===== src/core/pin_port_defines.svh =====
// Constants for the shared pin port: register map, reset values, sizes.
// Assumes a 32-bit APB slave with 12-bit byte addresses.
`ifndef PIN_PORT_DEFINES_SVH
`define PIN_PORT_DEFINES_SVH

// ****************************************************************
// Sizes
// ****************************************************************
`define PP_NPINS       16
`define PP_NRP         8
`define PP_NRI         4
`define PP_NRO         4
`define PP_SELW        6
`define PP_ADDRW       12
`define PP_IMPL_MASK   16'h7FFF

// ****************************************************************
// Register offsets (byte addresses)
// ****************************************************************
`define PP_DIR_OFF     12'h000
`define PP_LAT_OFF     12'h004
`define PP_PORT_OFF    12'h008
`define PP_ANSEL_OFF   12'h00C
`define PP_INSEL_BASE  12'h010
`define PP_OUTSEL_BASE 12'h030

// ****************************************************************
// Reset values
// ****************************************************************
`define PP_DIR_RST     16'hFFFF
`define PP_LAT_RST     16'h0000
`define PP_ANSEL_RST   16'h0000
`define PP_INSEL_RST   6'h3F
`define PP_OUTSEL_RST  6'h00

`endif


===== src/core/pin_port_pkg.sv =====
// Types shared by the shared pin port files.
// Relies on pin_port_defines.svh for all sizes.
`include "pin_port_defines.svh"

package pin_port_pkg;

    typedef logic [`PP_NPINS-1:0] port_t;
    typedef logic [`PP_SELW-1:0]  sel_t;

    typedef struct packed {
        port_t                dir;
        port_t                lat;
        port_t                ansel;
        sel_t [`PP_NRI-1:0]   insel;
        sel_t [`PP_NRP-1:0]   outsel;
    } port_state_s;

endpackage


===== src/core/pin_sync.sv =====
// Two-flop synchroniser for a vector of pad levels.
// Assumes the pads are asynchronous to pclk; clk_en freezes both stages.
`timescale 1ns/1ps
`default_nettype none

module pin_sync #(
    parameter int W = 1
) (
    input  wire logic         pclk,
    input  wire logic         presetn,
    input  wire logic         clk_en,
    input  wire logic [W-1:0] d,
    output logic      [W-1:0] q
);

    typedef struct packed {
        logic [W-1:0] s1;
        logic [W-1:0] s2;
    } sync_s;

    sync_s st_reg;
    sync_s st_next;

    always_comb begin
        st_next = st_reg;
        if (clk_en) begin
            st_next.s1 = d;
            st_next.s2 = st_reg.s1;
        end
    end

    always_ff @(posedge pclk or negedge presetn) begin
        if (!presetn) begin
            st_reg <= '0;
        end else begin
            st_reg <= st_next;
        end
    end

    assign q = st_reg.s2;

endmodule

`default_nettype wire


===== src/core/pin_cell.sv =====
// Output ownership for one pin: fixed, remapped, parallel port, port bit.
// Assumes each *_act input already means "enabled and driving".
`timescale 1ns/1ps
`default_nettype none

module pin_cell (
    input  wire logic impl,
    input  wire logic dir,
    input  wire logic lat,
    input  wire logic fix_act,
    input  wire logic fix_do,
    input  wire logic rp_act,
    input  wire logic rp_do,
    input  wire logic pmp_act,
    input  wire logic pmp_do,
    output logic      pad_o,
    output logic      pad_oe,
    output logic      port_drv
);

    always_comb begin
        pad_o    = 1'b0;
        pad_oe   = 1'b0;
        port_drv = 1'b0;
        // Pair of muxes picks data and enable together
        if (fix_act) begin
            pad_o  = fix_do;
            pad_oe = 1'b1;
        end else if (rp_act) begin
            pad_o  = rp_do;
            pad_oe = 1'b1;
        end else if (pmp_act) begin
            pad_o  = pmp_do;
            pad_oe = 1'b1;
        end else if (impl && !dir) begin
            pad_o    = lat;
            pad_oe   = 1'b1;
            port_drv = 1'b1;
        end
    end

endmodule

`default_nettype wire


===== src/core/pin_port.sv =====
// Shared pin port with remappable pin matrix, APB register slave.
// Assumes pads are asynchronous, peripherals run on pclk.
//
// The implementer's own choices: the APB register port and the address map.
`timescale 1ns/1ps
`default_nettype none

`include "pin_port_defines.svh"

module pin_port (
    input  wire logic                     pclk,
    input  wire logic                     presetn,
    input  wire logic                     clk_en,
    input  wire logic                     psel,
    input  wire logic                     penable,
    input  wire logic                     pwrite,
    input  wire logic [`PP_ADDRW-1:0]     paddr,
    input  wire logic [31:0]              pwdata,
    output logic      [31:0]              prdata,
    output logic                          pready,
    output logic                          pslverr,
    input  wire logic [`PP_NPINS-1:0]     pad_in,
    output logic      [`PP_NPINS-1:0]     pad_out,
    output logic      [`PP_NPINS-1:0]     pad_oe,
    input  wire logic [`PP_NPINS-1:0]     fixed_en,
    input  wire logic [`PP_NPINS-1:0]     fixed_oe,
    input  wire logic [`PP_NPINS-1:0]     fixed_do,
    output logic      [`PP_NPINS-1:0]     fixed_in,
    input  wire logic [`PP_NPINS-1:0]     parallel_master_port_en,
    input  wire logic [`PP_NPINS-1:0]     parallel_master_port_oe,
    input  wire logic [`PP_NPINS-1:0]     parallel_master_port_do,
    input  wire logic [`PP_NRO-1:0]       rp_out_oe,
    input  wire logic [`PP_NRO-1:0]       rp_out_data,
    output logic      [`PP_NRI-1:0]       rp_in_data
);

    // ****************************************************************
    // State
    // ****************************************************************
    pin_port_pkg::port_state_s st_reg;
    pin_port_pkg::port_state_s st_next;

    pin_port_pkg::port_t pin_sync_q;
    pin_port_pkg::port_t fix_act;
    pin_port_pkg::port_t rp_act;
    pin_port_pkg::port_t rp_do;
    pin_port_pkg::port_t pmp_act;
    pin_port_pkg::port_t port_drv;
    pin_port_pkg::port_t pin_clean;
    pin_port_pkg::port_t impl;
    pin_port_pkg::port_t dir_rd;
    pin_port_pkg::port_t lat_rd;

    logic        acc;
    logic        wr;
    logic        hit;
    logic [31:0] rd_mux;

    assign impl   = `PP_IMPL_MASK;
    assign dir_rd = st_reg.dir & impl;
    assign lat_rd = st_reg.lat & impl;

    // ****************************************************************
    // Pad input synchroniser
    // ****************************************************************
    pin_sync #(
        .W (`PP_NPINS)
    ) u_sync (
        .pclk    (pclk),
        .presetn (presetn),
        .clk_en  (clk_en),
        .d       (pad_in),
        .q       (pin_sync_q)
    );

    // Pin level with own port drive masked off, so no loop-through
    assign pin_clean = pin_sync_q & ~port_drv & impl;
    // Fixed inputs, including input-only ones, just see the pin
    assign fixed_in  = pin_clean & fixed_en;

    // ****************************************************************
    // Output ownership per pin
    // ****************************************************************
    assign fix_act = fixed_en & fixed_oe & impl;
    assign pmp_act = parallel_master_port_en & parallel_master_port_oe & impl;

    genvar gi;
    generate
        for (gi = 0; gi < `PP_NPINS; gi++) begin : g_pin
            if (gi < `PP_NRP) begin : g_rp
                pin_port_pkg::sel_t      osel;
                logic [`PP_SELW-1:0]     oidx;
                logic                    routed;
                assign osel   = st_reg.outsel[gi];
                assign oidx   = osel - `PP_SELW'(1);
                // Zero or unknown code leaves the pin disconnected
                assign routed = (osel != '0) && (osel <= `PP_SELW'(`PP_NRO));
                assign rp_act[gi] = routed && impl[gi] && rp_out_oe[oidx[1:0]];
                assign rp_do[gi]  = routed && rp_out_data[oidx[1:0]];
            end else begin : g_fix
                assign rp_act[gi] = 1'b0;
                assign rp_do[gi]  = 1'b0;
            end
            pin_cell u_cell (
                .impl     (impl[gi]),
                .dir      (st_reg.dir[gi]),
                .lat      (st_reg.lat[gi]),
                .fix_act  (fix_act[gi]),
                .fix_do   (fixed_do[gi]),
                .rp_act   (rp_act[gi]),
                .rp_do    (rp_do[gi]),
                .pmp_act  (pmp_act[gi]),
                .pmp_do   (parallel_master_port_do[gi]),
                .pad_o    (pad_out[gi]),
                .pad_oe   (pad_oe[gi]),
                .port_drv (port_drv[gi])
            );
        end
    endgenerate

    // ****************************************************************
    // Remapped inputs
    // ****************************************************************
    // Only feeds data inward; never touches pad_oe
    genvar gj;
    generate
        for (gj = 0; gj < `PP_NRI; gj++) begin : g_rin
            pin_port_pkg::sel_t isel;
            logic               ivalid;
            assign isel   = st_reg.insel[gj];
            assign ivalid = isel < `PP_SELW'(`PP_NRP);
            assign rp_in_data[gj] = ivalid
                && !st_reg.ansel[isel[2:0]]
                && pin_clean[isel[2:0]];
        end
    endgenerate

    // ****************************************************************
    // APB slave
    // ****************************************************************
    // Zero wait states; a frozen clock stretches the access instead
    assign pready  = clk_en;
    assign acc     = psel && penable;
    assign wr      = acc && pwrite && clk_en;
    assign pslverr = acc && !hit;
    assign prdata  = (acc && !pwrite) ? rd_mux : 32'h0000_0000;

    always_comb begin
        st_next = st_reg;
        hit     = 1'b1;
        rd_mux  = 32'h0000_0000;
        case (paddr)
            `PP_DIR_OFF: begin
                rd_mux[`PP_NPINS-1:0] = dir_rd;
                if (wr) begin
                    st_next.dir = pwdata[`PP_NPINS-1:0];
                end
            end
            `PP_LAT_OFF: begin
                rd_mux[`PP_NPINS-1:0] = lat_rd;
                if (wr) begin
                    st_next.lat = pwdata[`PP_NPINS-1:0];
                end
            end
            `PP_PORT_OFF: begin
                rd_mux[`PP_NPINS-1:0] = pin_sync_q & impl;
                if (wr) begin
                    st_next.lat = pwdata[`PP_NPINS-1:0];
                end
            end
            `PP_ANSEL_OFF: begin
                rd_mux[`PP_NPINS-1:0] = st_reg.ansel & impl;
                if (wr) begin
                    st_next.ansel = pwdata[`PP_NPINS-1:0];
                end
            end
            default: begin
                hit = 1'b0;
            end
        endcase
        // Separate register sets for input and output routing
        for (int j = 0; j < `PP_NRI; j++) begin
            if (paddr == `PP_ADDRW'(`PP_INSEL_BASE + 4 * j)) begin
                hit = 1'b1;
                rd_mux[`PP_SELW-1:0] = st_reg.insel[j];
                if (wr) begin
                    st_next.insel[j] = pwdata[`PP_SELW-1:0];
                end
            end
        end
        for (int k = 0; k < `PP_NRP; k++) begin
            if (paddr == `PP_ADDRW'(`PP_OUTSEL_BASE + 4 * k)) begin
                hit = 1'b1;
                rd_mux[`PP_SELW-1:0] = st_reg.outsel[k];
                if (wr) begin
                    st_next.outsel[k] = pwdata[`PP_SELW-1:0];
                end
            end
        end
        // Unmapped writes are dropped
        if (!hit) begin
            st_next = st_reg;
        end
    end

    always_ff @(posedge pclk or negedge presetn) begin
        if (!presetn) begin
            st_reg.dir    <= `PP_DIR_RST;
            st_reg.lat    <= `PP_LAT_RST;
            st_reg.ansel  <= `PP_ANSEL_RST;
            st_reg.insel  <= {`PP_NRI{`PP_INSEL_RST}};
            st_reg.outsel <= {`PP_NRP{`PP_OUTSEL_RST}};
        end else begin
            st_reg <= st_next;
        end
    end

    // ****************************************************************
    // Assertions
    // ****************************************************************
    property p_oe_owner;
        @(posedge pclk) disable iff (!presetn)
        pad_oe == (fix_act | rp_act | pmp_act | port_drv);
    endproperty
    a_oe_owner: assert property (p_oe_owner) else $error("pad_oe owner mismatch");

    property p_no_loop;
        @(posedge pclk) disable iff (!presetn)
        (fixed_in & port_drv) == '0;
    endproperty
    a_no_loop: assert property (p_no_loop) else $error("port output looped in");

    property p_periph_blocks_port;
        @(posedge pclk) disable iff (!presetn)
        ((fix_act | rp_act | pmp_act) & port_drv) == '0;
    endproperty
    a_periph_blocks_port: assert property (p_periph_blocks_port)
        else $error("port drives under active peripheral");

    property p_dir_drive;
        @(posedge pclk) disable iff (!presetn)
        port_drv == (~st_reg.dir & impl & ~(fix_act | rp_act | pmp_act));
    endproperty
    a_dir_drive: assert property (p_dir_drive) else $error("direction not obeyed");

    property p_reset_inputs;
        @(posedge pclk) disable iff (!presetn)
        $rose(presetn) |-> (st_reg.dir == `PP_DIR_RST) && (port_drv == '0);
    endproperty
    a_reset_inputs: assert property (p_reset_inputs) else $error("pins not inputs");

    property p_port_write_lat;
        @(posedge pclk) disable iff (!presetn)
        (wr && paddr == `PP_PORT_OFF) |=> (st_reg.lat == $past(pwdata[`PP_NPINS-1:0]));
    endproperty
    a_port_write_lat: assert property (p_port_write_lat) else $error("port write lost");

    property p_lat_read;
        @(posedge pclk) disable iff (!presetn)
        (acc && !pwrite && paddr == `PP_LAT_OFF) |-> (prdata == {16'h0000, lat_rd});
    endproperty
    a_lat_read: assert property (p_lat_read) else $error("latch read wrong");

    property p_unimpl_zero;
        @(posedge pclk) disable iff (!presetn)
        (acc && !pwrite && paddr <= `PP_PORT_OFF) |-> ((prdata[`PP_NPINS-1:0] & ~impl) == '0);
    endproperty
    a_unimpl_zero: assert property (p_unimpl_zero) else $error("unimplemented bit read");

    property p_fixed_wins;
        @(posedge pclk) disable iff (!presetn)
        (fix_act[0] && rp_act[0]) |-> (pad_out[0] == fixed_do[0]);
    endproperty
    a_fixed_wins: assert property (p_fixed_wins) else $error("fixed output lost");

    property p_unsel_zero;
        @(posedge pclk) disable iff (!presetn)
        (st_reg.insel[0] >= `PP_SELW'(`PP_NRP)) |-> (rp_in_data[0] == 1'b0);
    endproperty
    a_unsel_zero: assert property (p_unsel_zero) else $error("unselected input live");

    property p_analog_off;
        @(posedge pclk) disable iff (!presetn)
        st_reg.ansel[st_reg.insel[1][2:0]] |-> (rp_in_data[1] == 1'b0);
    endproperty
    a_analog_off: assert property (p_analog_off) else $error("analog pin fed input");

    c_rp_drive: cover property (@(posedge pclk) disable iff (!presetn) rp_act[0] ##1 port_drv[0]);
    c_port_rd: cover property (@(posedge pclk) disable iff (!presetn)
        acc && !pwrite && paddr == `PP_PORT_OFF);
    c_rp_in: cover property (@(posedge pclk) disable iff (!presetn) rp_in_data[2]);
    c_err: cover property (@(posedge pclk) disable iff (!presetn) pslverr);

endmodule

`default_nettype wire


===== config.mk =====
export PLATFORM = sky130hd
export DESIGN_NAME = pin_port
export DESIGN_NICKNAME = d
export VERILOG_FILES = /design/src/core/pin_port_pkg.sv /design/src/core/pin_sync.sv /design/src/core/pin_cell.sv /design/src/core/pin_port.sv
export VERILOG_INCLUDE_DIRS = /design/src /design/src/core
export SDC_FILE = /design/constraint.sdc
export NUM_CORES = 1
export LEC_CHECK = 0
export ABC_AREA = 1
export ABC_CLOCK_PERIOD_IN_PS = 6300
export BUFFER_PORTS_ARGS = -buffer_cell sky130_fd_sc_hd__buf_2
export CAP_MARGIN = 20
export CORE_ASPECT_RATIO = 0.75
export CORE_UTILIZATION = 30
export CTS_CLUSTER_SIZE = 14
export DETAILED_ROUTE_END_ITERATION = 16
export GPL_TIMING_DRIVEN = 0
export PLACE_DENSITY = 0.61
export SLEW_MARGIN = 20
export SYNTH_ARGS = -nofsm -noshare
export SYNTH_HDL_FRONTEND = slang
export SYNTH_HIERARCHICAL = 1
export SYNTH_SLANG_ARGS = --single-unit

===== constraint.sdc =====
create_clock -name pclk -period 6.3 [get_ports pclk]
set_clock_uncertainty 0.2 [all_clocks]
set_input_delay 0.315 -clock pclk [delete_from_list [all_inputs] [get_ports pclk]]
set_output_delay 0.315 -clock pclk [all_outputs]
set_load 0.02 [all_outputs]

* After elaboration in Yosys (flattened, before gate mapping)
Cells that the tools add are included.
** Operators by class
- $add $sub $neg :: 8
- $lt $le $gt $ge :: 24
- Equality and inequality tests :: 15
- Multiplexer cells :: 219
- Bitwise operators :: 5
- Reduce and logical (&&, ||, !) cells :: 69
** Operator list (count)
- $mux 1 :: 181
- $mux 6 :: 12
- $pmux 15 s4 :: 1
- $eq 12x5->1 const B :: 4
- $eq 12x6->1 const B :: 4
- $eq 12x7->1 const B :: 4
- $le 6x3->1 const B :: 8
- $reduce_bool 6->1 :: 8
- $and 15x15->15 :: 3
- $reduce_and 3->1 :: 15
- $logic_and 1x1->1 :: 37
- $bmux 1 s2 :: 16
- $bmux 1 s3 :: 8
- $eq 12x4->1 const B :: 2
- $lt 2x3->1 const B :: 8
- $lt 6x4->1 const B :: 4
- $lt 3x5->1 const B :: 4
- $and 15x16->16 :: 1
- $sub 2x1->2 const B :: 8
- $mux 15 :: 1
- $not 15->15 :: 1
- $eq 12x3->1 const B :: 1
- $logic_not 12->1 :: 1
- $logic_not 1->1 :: 6
- 2 further kinds :: 2
** Storage, ports and cells
- Bits in registers :: 147
- Output and inout port bits :: 86

* Logic depth before layout (Yosys ltp)
Gate-level depths: netlist of run 1.
- Depth after elaboration :: 17
- Depth in mapped cells :: 19
- Depth with buffers taken out :: 19

* By module
The synthesis of run 1 kept the hierarchy.
** By module, submodules not included
- pin_port :: times used 1, cells an instance 1075, area an instance 7653.6 um^2, sequential area each 3027.9 um^2
- pin_sync :: times used 1, cells an instance 152, area an instance 1415.1 um^2, sequential area each 800.8 um^2
- pin_cell :: times used 16, cells an instance 14, area an instance 67.6 um^2, sequential area each 0.0 um^2

* Worst setup path after synthesis of run 1
No wires, ideal clock.
- Path type :: register to output
- Start :: register st_reg, in the netlist g_pin[5].g_rp.osel[0]
- End :: output rp_in_data[1]
- Data arrival time :: 2738 ps
- Data required time :: 5785 ps
- Slack :: 3047 ps
- Stages on the path, launching flop included :: 14
- Cell sequence :: dfrtp_1 -> clkinv_1 -> ha_1 -> a21oi_1 -> a221oi_1 -> nor4_2 -> nor2_1 -> inv_1 -> nor2_1 -> inv_1 -> a21oi_1 -> o21ai_0 -> a2111o_1 -> a31oi_1
** Between the ends
- Longest elaborated chain between the ends :: 11
** RTL lines
- start, declared :: RTL line pin_port.sv:40 : pin_port_pkg::port_state_s st_reg;
- start signal, assigned :: RTL line pin_port.sv:214 : st_reg <= st_next;
- $sub 2x1->2 :: RTL line pin_port.sv:95 : assign oidx = osel - `PP_SELW'(1);
- $bmux 1 s2 :: RTL line pin_port.sv:98 : assign rp_act[gi] = routed && impl[gi] && rp_out_oe[oidx[1:0]];
- $mux 1 (implied by the code) :: RTL line pin_port.sv:98
- $logic_and 1x1->1 (*) :: RTL line pin_port.sv:98
- named net rp_act[5] :: RTL line pin_port.sv:45 : pin_port_pkg::port_t rp_act;
- $mux 1 (*) :: RTL line pin_cell.sv:29 : end else if (rp_act) begin
- $mux 1 (*) :: RTL line pin_cell.sv:26 : if (fix_act) begin
- named net port_drv[5] :: RTL line pin_port.sv:48 : pin_port_pkg::port_t port_drv;
- $not 15->15 (*) :: RTL line pin_port.sv:77 : assign pin_clean = pin_sync_q & ~port_drv & impl;
- $and 15x15->15 (*) :: RTL line pin_port.sv:77
- $bmux 1 s3 (*) :: RTL line pin_port.sv:134 : && pin_clean[isel[2:0]];
- $mux 1 (implied by the code) (*) :: RTL line pin_port.sv:134
- $logic_and 1x1->1 (*) :: RTL line pin_port.sv:134
- end, declared :: RTL line pin_port.sv:34 : output logic [`PP_NRI-1:0] rp_in_data
Mark *: on every way through the listed nets, which the timed path passes. The rest lies on a longest branch. The select of a mux whose other input is x is not followed.

* Worst setup path in the final report of run 1
- Start :: register st_reg, in the netlist g_pin[6].g_rp.osel[0]
- End :: output rp_in_data[1]
Same word-level chain as after synthesis.

==> results.md, run 1 <==
* Clk_lat worst skew at roughly 430 ps
* First-pass GRT wire length at ~54000 µm
* Vias at approximately 11k
* WL final at 35300 µm
* Synth Instances at around 1.4k
* Post-route DRC at 0
* Crit-path leading delay family: compound AO/OA/AOI/OAI gates
* Tmin final at roughly 4500 ps
* Net Sw Frac at slightly below 30%
* TritonCTS Sinks at roughly 150
* Slew of the pin with the lowest slew margin at just under 900 ps
* Final core occ at just under 40%
* Setup TNS at 0 ps
* Max Cap Violations at 0
* Yosys warns at 6
* P_sw at roughly 700 µW
* Chip Width at roughly 210 µm
* Internal Power at approximately 1.7 mW
* Row count at 57
* Commonest non-fill, non-tap cell in the layout: nand2_1
* Clk buf depth at 2
* Routability congestion estimate at around 0.96
* Largest net degree at the start of global routing at 85
* WP buf/inv at 4
* Fmax at roughly 220 MHz
* Total Die Area at 34300 µm²
* Arrival time worst endpoint at around 4000 ps
* Hpwl dp at around 27000 µm
* CP dominant cell by count: a21oi_1
* Starting Density at 30.8%
* Port buffer count at between 200 and 250
* Vias in the first global route at roughly 9.7k
* Global Route Usage Sum at 20.7%
* Reg clk slew, reported paths at 60 ps
* DR WL met3 at approximately 2900 µm
* CP max-delay cell: nor2_1
* Top routing layer used: met4
* Worst setup path class: reg2out
* Post-CTS sizing at 0
* Initial antenna violation count at 3
* Peak supply drop at ~0.15 mV
* Core area at between 30000 and 40000 µm²
* Combinational share of power at between 10% and 20%
* Vias/cell at 4.74
* Congestion Overflow GR at 0
* Crit-path cells: clkinv_1 > ha_1 > a21oi_1 > o21ai_0 > a21oi_1 > nor4_2 > nor2_1 > inv_1 > nor2_1 > inv_1 > a21oi_1 > a21oi_1 > a2111o_1 > a31oi_1 > buf_2
* RSZ-0062 raised after global routing: false
* Final Max Slew Viols at 0
* HP Class: in2reg
* Iter 0 DRT Violations at around 900
* Mapped cell area at 10100 µm²
* LEAKAGE at between 6 and 7 nW
* Startpoint Class: flip-flop
* Met2 WL at 15000 µm
* Die Height at around 160 µm
* Share of cells above drive strength 1 at roughly 23%
* Num CTS Buffers at 17
* WHS at between 70 and 80 ps
* Area grow syn2layout at 28.6%
* Crit end category: output port
* Flop pwr share at ~41%
* NumNets Final at around 2.0k
* Avg Cell Area, Syn at roughly 7.0 µm²
* Final Hold Vio Count at 0
* Pre-Repair DR Iteration Count at 8
* I/O Pins at 256
* Wire per inst at roughly 16 µm
* Crit share post-route at 71.4%
* Crit-path max FO at 8
* Status: completed
* CTS tree: yes
* Endpoints failing setup at 0
* Post-route ant nets at 0
* Clock share of power at a little over two fifths
* Normalized max-slew margin at a little over two fifths
* Most frequent cells in the layout: nand2_1 (454), buf_2 (216), o21ai_0 (178), inv_1 (172), dfrtp_1 (109)
* Root buf cell: clkbuf_16
* H-tree depth at 4
* Post-Route M1 WL at roughly 17000 µm
* Max FFs per register at 48
* Critical Path RT at just under 6000 ps
* Pwr/cell area at approximately 190 nW/µm²
* CP peak stage delay at 500 ps
worst register-to-register path, delay by kind of cell (launching register included):
| kind | cells | cell delay (ps) |
|---|---|---|
| flops | 1 | 520 |
| buf+inv | 1 | 270 |
| simple gates | 1 | 80 |
| compound gates | 1 | 80 |
per-stage QoR:
step	setup WS, ps	area [µm²]	std cells	power (mW)
after floorplan	3050	10400	1533	1.20
after global placement	2390	12000	2188	1.35
after detailed placement	2400	12100	2189	1.36
after CTS	1920	12900	2247	2.42
after global routing	1610	12900	2248	2.51
final	1800	12900	2250	2.41
power by group through the flow:
stage	combinational [mW]	sequential [mW]	clock, mW
after CTS	0.367	0.989	1.07
after global placement	0.348	1.01	0
after floorplan	0.197	1.00	0
final	0.370	0.989	1.05
after global routing	0.408	0.991	1.11
after detailed placement	0.353	1.01	0
per-layer routing:
| metal | global-route usage [%] | up-vias |
|---|---|---|
| li1 | - | 5238 |
| met1 | 30.7 | 4956 |
| met2 | 30.7 | 448 |
| met3 | 4.13 | 29 |
| met4 | 4.51 | 0 |
| met5 | 0 | - |
worst paths after layout:
path	startpoint	endpoint	depth (start not counted)	slack, ps
max in group asynchronous	presetn	dir_rd[3]	3	4870
setup reg to reg	g_rin[0].isel[0]	g_rin[0].isel[0]	3	5070
hold / removal	pwdata[4]	g_pin[0].g_rp.osel[4]	3	70
min in group asynchronous	presetn	u_sync/st_reg[16]	2	230
hold reg to reg	u_sync/st_reg[25]	u_sync/st_reg[25]	2	280
setup / recovery	g_pin[6].g_rp.osel[0]	rp_in_data[1]	15	1800
area by class of cell:
cell class                      count  area, µm²
Inverter                          202        766
Tap cell                          442        553
Fill cell                        3521      19700
Multi-Input combinational cell   1104       5270
Clock buffer                       18        439
Timing Repair Buffer              240       1360
Sequential cell                   149       3780
Antenna cell                        3       7.51
Buffer                             78        582
Clock inverter                     14        163
timing repair:
action | CTS | global route
buffers inserted | 0 | 0
hold buffers | 26 | 0
hold endpoints to repair | 87 | 0
No activity file was read; power rests on OpenSTA's default activity.
==> inputs of run 2 (changes only) <==
--- a/config.mk
+++ b/config.mk
@@ -7,7 +7,7 @@
 export NUM_CORES = 1
 export LEC_CHECK = 0
 export ABC_AREA = 1
-export ABC_CLOCK_PERIOD_IN_PS = 6300
+export ABC_CLOCK_PERIOD_IN_PS = 4300
 export BUFFER_PORTS_ARGS = -buffer_cell sky130_fd_sc_hd__buf_2
 export CAP_MARGIN = 20
 export CORE_ASPECT_RATIO = 0.75
==> constraint.sdc (replaced) <==
create_clock -name pclk -period 4.3 [get_ports pclk]
set_clock_uncertainty 0.2 [all_clocks]
set_input_delay 0.215 -clock pclk [delete_from_list [all_inputs] [get_ports pclk]]
set_output_delay 0.215 -clock pclk [all_outputs]
set_load 0.02 [all_outputs]
==> results.md, run 2 (synthesized netlist as in run 1, its figures left out) <==
* Combinational share of power at 15.4% (was 15.3%)
* Critical Path End: rp_in_data[1] (unchanged)
* Tmin final at between 4000 and 5000 ps
* Normalized max-slew margin at 42.4% (was 41.9%)
* Reg2Reg Depth at 3 (unchanged)
* TritonCTS Sinks at 149 (unchanged)
* Crit share post-route at 97.0%
* Congestion Overflow GR at 0 (unchanged)
* Num CTS Buffers at 17 (unchanged)
* CTS tree: yes (unchanged)
* Pre-Repair DR Iteration Count at 5 (was 8)
* Clock share of power at 43.6% (was 43.7%)
* P_sw at 1.02 mW (was 696 µW)
* Wire per inst at 15.7 µm (about the same)
* Die Height at 161 µm (unchanged)
* Commonest non-fill, non-tap cell in the layout: nand2_1 (unchanged)
* Chip Width at 213 µm (unchanged)
* Post-route ant nets at 0 (unchanged)
* R2r setup slk at 3050 ps (was 5070 ps)
* Clk_lat worst skew at 430 ps (about the same)
* Port buffer count at 213 (unchanged)
* Peak supply drop at 0.221 mV (was 0.152 mV)
* I/O Pins at 256 (unchanged)
* LEAKAGE at 6.58 nW (was 6.56 nW)
* Flop pwr share at 41.0% (about the same)
* Pwr/cell area at 272 nW/µm² (was 187 nW/µm²)
* RSZ-0062 raised after global routing: false (unchanged)
* Root buf cell: clkbuf_16 (unchanged)
* Share of cells above drive strength 1 at 23.6% (was 23.2%)
* WL final at 35400 µm (was 35300 µm)
* Final Hold Vio Count at 0 (unchanged)
* Final Max Slew Viols at 0 (unchanged)
* Endpoints failing setup at 0 (unchanged)
* Min-delay src: pwdata[0] (was pwdata[4])
* Max FFs per register at 48 (unchanged)
* Startpoint Class: flip-flop (unchanged)
* Vias/cell at 4.73 (was 4.74)
* Critical path startpoint: g_pin[5].g_rp.osel[0] (was g_pin[6].g_rp.osel[0])
* Net Sw Frac at 28.9% (about the same)
* Fmax at 240 MHz
* Initial antenna violation count at 3 (unchanged)
* Reg clk slew, reported paths at 70 ps (was 60 ps)
* NumNets Final at 1973 (was 1970)
* First-pass GRT wire length at 54000 µm (about the same)
* Global Route Usage Sum at 20.7% (about the same)
* Largest net degree at the start of global routing at 85 (unchanged)
* Vias in the first global route at 9744 (was 9736)
* WP buf/inv at 4 (unchanged)
* Arrival time worst endpoint at 3760 ps (was 3980 ps)
* Setup TNS at 0 ps (unchanged)
* Critical Path RT at 3880 ps (was 5780 ps)
* Status: completed (unchanged)
* WHS at 7.77 ps (was 71.5 ps)
* Crit end category: output port (unchanged)
* # fillers at 3513 (was 3521)
* Post-CTS setup buffer count at 0 (unchanged)
* Worst Hold Depth at 3 (unchanged)
* Slew of the pin with the lowest slew margin at 864 ps (was 872 ps)
* H-tree depth at 4 (unchanged)
* Crit-path max FO at 8 (unchanged)
* Post-route DRC at 0 (unchanged)
* Most frequent cells in the layout: nand2_1 (454), buf_2 (216), o21ai_0 (178), inv_1 (172), dfrtp_1 (109) (unchanged)
* Reg-to-Reg Start: g_rin[0].isel[0] (unchanged)
* Clk buf depth at 2 (unchanged)
* Crit-path leading delay family: compound AO/OA/AOI/OAI gates (unchanged)
* Vias at 10.7k (about the same)
* CP peak stage delay at 460 ps (was 500 ps)
* Hpwl dp at 27400 µm (unchanged)
* Starting Density at 30.8% (unchanged)
* Total Die Area at 34300 µm² (unchanged)
* Max Cap Violations at 0 (unchanged)
* Area grow syn2layout at 29.4% (was 28.6%)
* Sequential cell area at 3780 µm² (unchanged)
* Internal Power at 2.52 mW (was 1.72 mW)
* CP max-delay cell: ha_1 (was nor2_1)
* Iter 0 DRT Violations at 837 (was 892)
* Routability congestion estimate at 0.961 (unchanged)
* HP Class: in2reg (unchanged)
* FF-to-FF End: g_rin[0].isel[0] (unchanged)
* Critical Path Stages at 14 (was 15)
* Row count at 57 (unchanged)
* Core area at 32700 µm² (unchanged)
* Crit-path cells: clkinv_1 > ha_1 > a21oi_1 > a221oi_4 > nor4_2 > nor2_1 > inv_1 > nor2_1 > inv_1 > a21oi_1 > o21ai_0 > a2111o_1 > a31oi_1 > buf_2 (was clkinv_1 > ha_1 > a21oi_1 > o21ai_0 > a21oi_1 > nor4_2 > nor2_1 > inv_1 > nor2_1 > inv_1 > a21oi_1 > a21oi_1 > a2111o_1 > a31oi_1 > buf_2)
* Area occupied by multi-input gates at 5330 µm² (was 5270 µm²)
* Worst setup path class: reg2out (unchanged)
[run 2: changes by cell type in the layout (fill, tap and decap cells not counted)]
cell           before  now
a221oi_1           10    6
a221oi_2            0    3
dlygate4sd3_1      26   29
a21oi_1            85   83
a21oi_2             0    2
nor2_1             81   79
a221oi_4            0    1
nor2_2              2    3
nor2_4              9   10
[run 2: cell type report]
cell class                 instances  share of cell area (%)
tap                              442                    4.25
inverter                         202                    5.89
antenna                            3                  0.0577
sequential                       149                    29.0
clock buffer                      18                    3.38
clock inverter                    14                    1.25
timing repair buffer             243                    10.7
multi-input combinational       1104                    41.0
buffer                            78                    4.47
[run 2: metal layers]
layer / vias to the layer above / global-route usage [%] / part of all wire [%]
met5: - / 0 / 0
met4: 0 / 4.51 / 1.5
met3: 30 / 4.13 / 8.7
met2: 425 / 30.7 / 43
met1: 4949 / 30.7 / 47
li1: 5250 / - / -
[run 2: power groups by stage]
stage          clock network (mW)  logic, mW  registers, mW
3_3_place_gp                    0      0.509           1.47
6_report                     1.54      0.546           1.45
2_1_floorplan                   0      0.289           1.47
3_5_place_dp                    0      0.517           1.47
5_1_grt                      1.62      0.603           1.45
4_1_cts                      1.57      0.540           1.45
[run 2: how the worst min path moves through the flow]
stage / end / slack (ps)
6_report: st_reg[72] / 8
5_1_grt: lat_rd[5] / 20
4_1_cts: st_reg[72] / 0.5
3_5_place_dp: u_sync/st_reg[16] / 0.3
3_3_place_gp: u_sync/st_reg[21] / 220
2_1_floorplan: g_pin[0].g_rp.osel[0] / -280
[run 2: metrics by stage]
stage	power (mW)	worst slack, ps	util (%)	cell area (µm²)	cells
floorplan	1.76	1150	-	10400	1533
global placement	1.98	493	36.8	12000	2188
detailed placement	1.99	502	36.9	12100	2189
CTS	3.55	19.5	39.6	12900	2250
global route	3.68	8.29	39.8	13000	2251
finish	3.54	127	39.8	13000	2253
[run 2: worst min-delay path: stages]
cell and delay (ps):
buf_2 80, inv_1 120, o21ai_0 190
[run 2: timing repair]
action,in CTS,in global routing
endpoints found under the setup margin,0,3
hold buffers,29,0
gates resized for setup,0,10
hold endpoints to repair,112,0
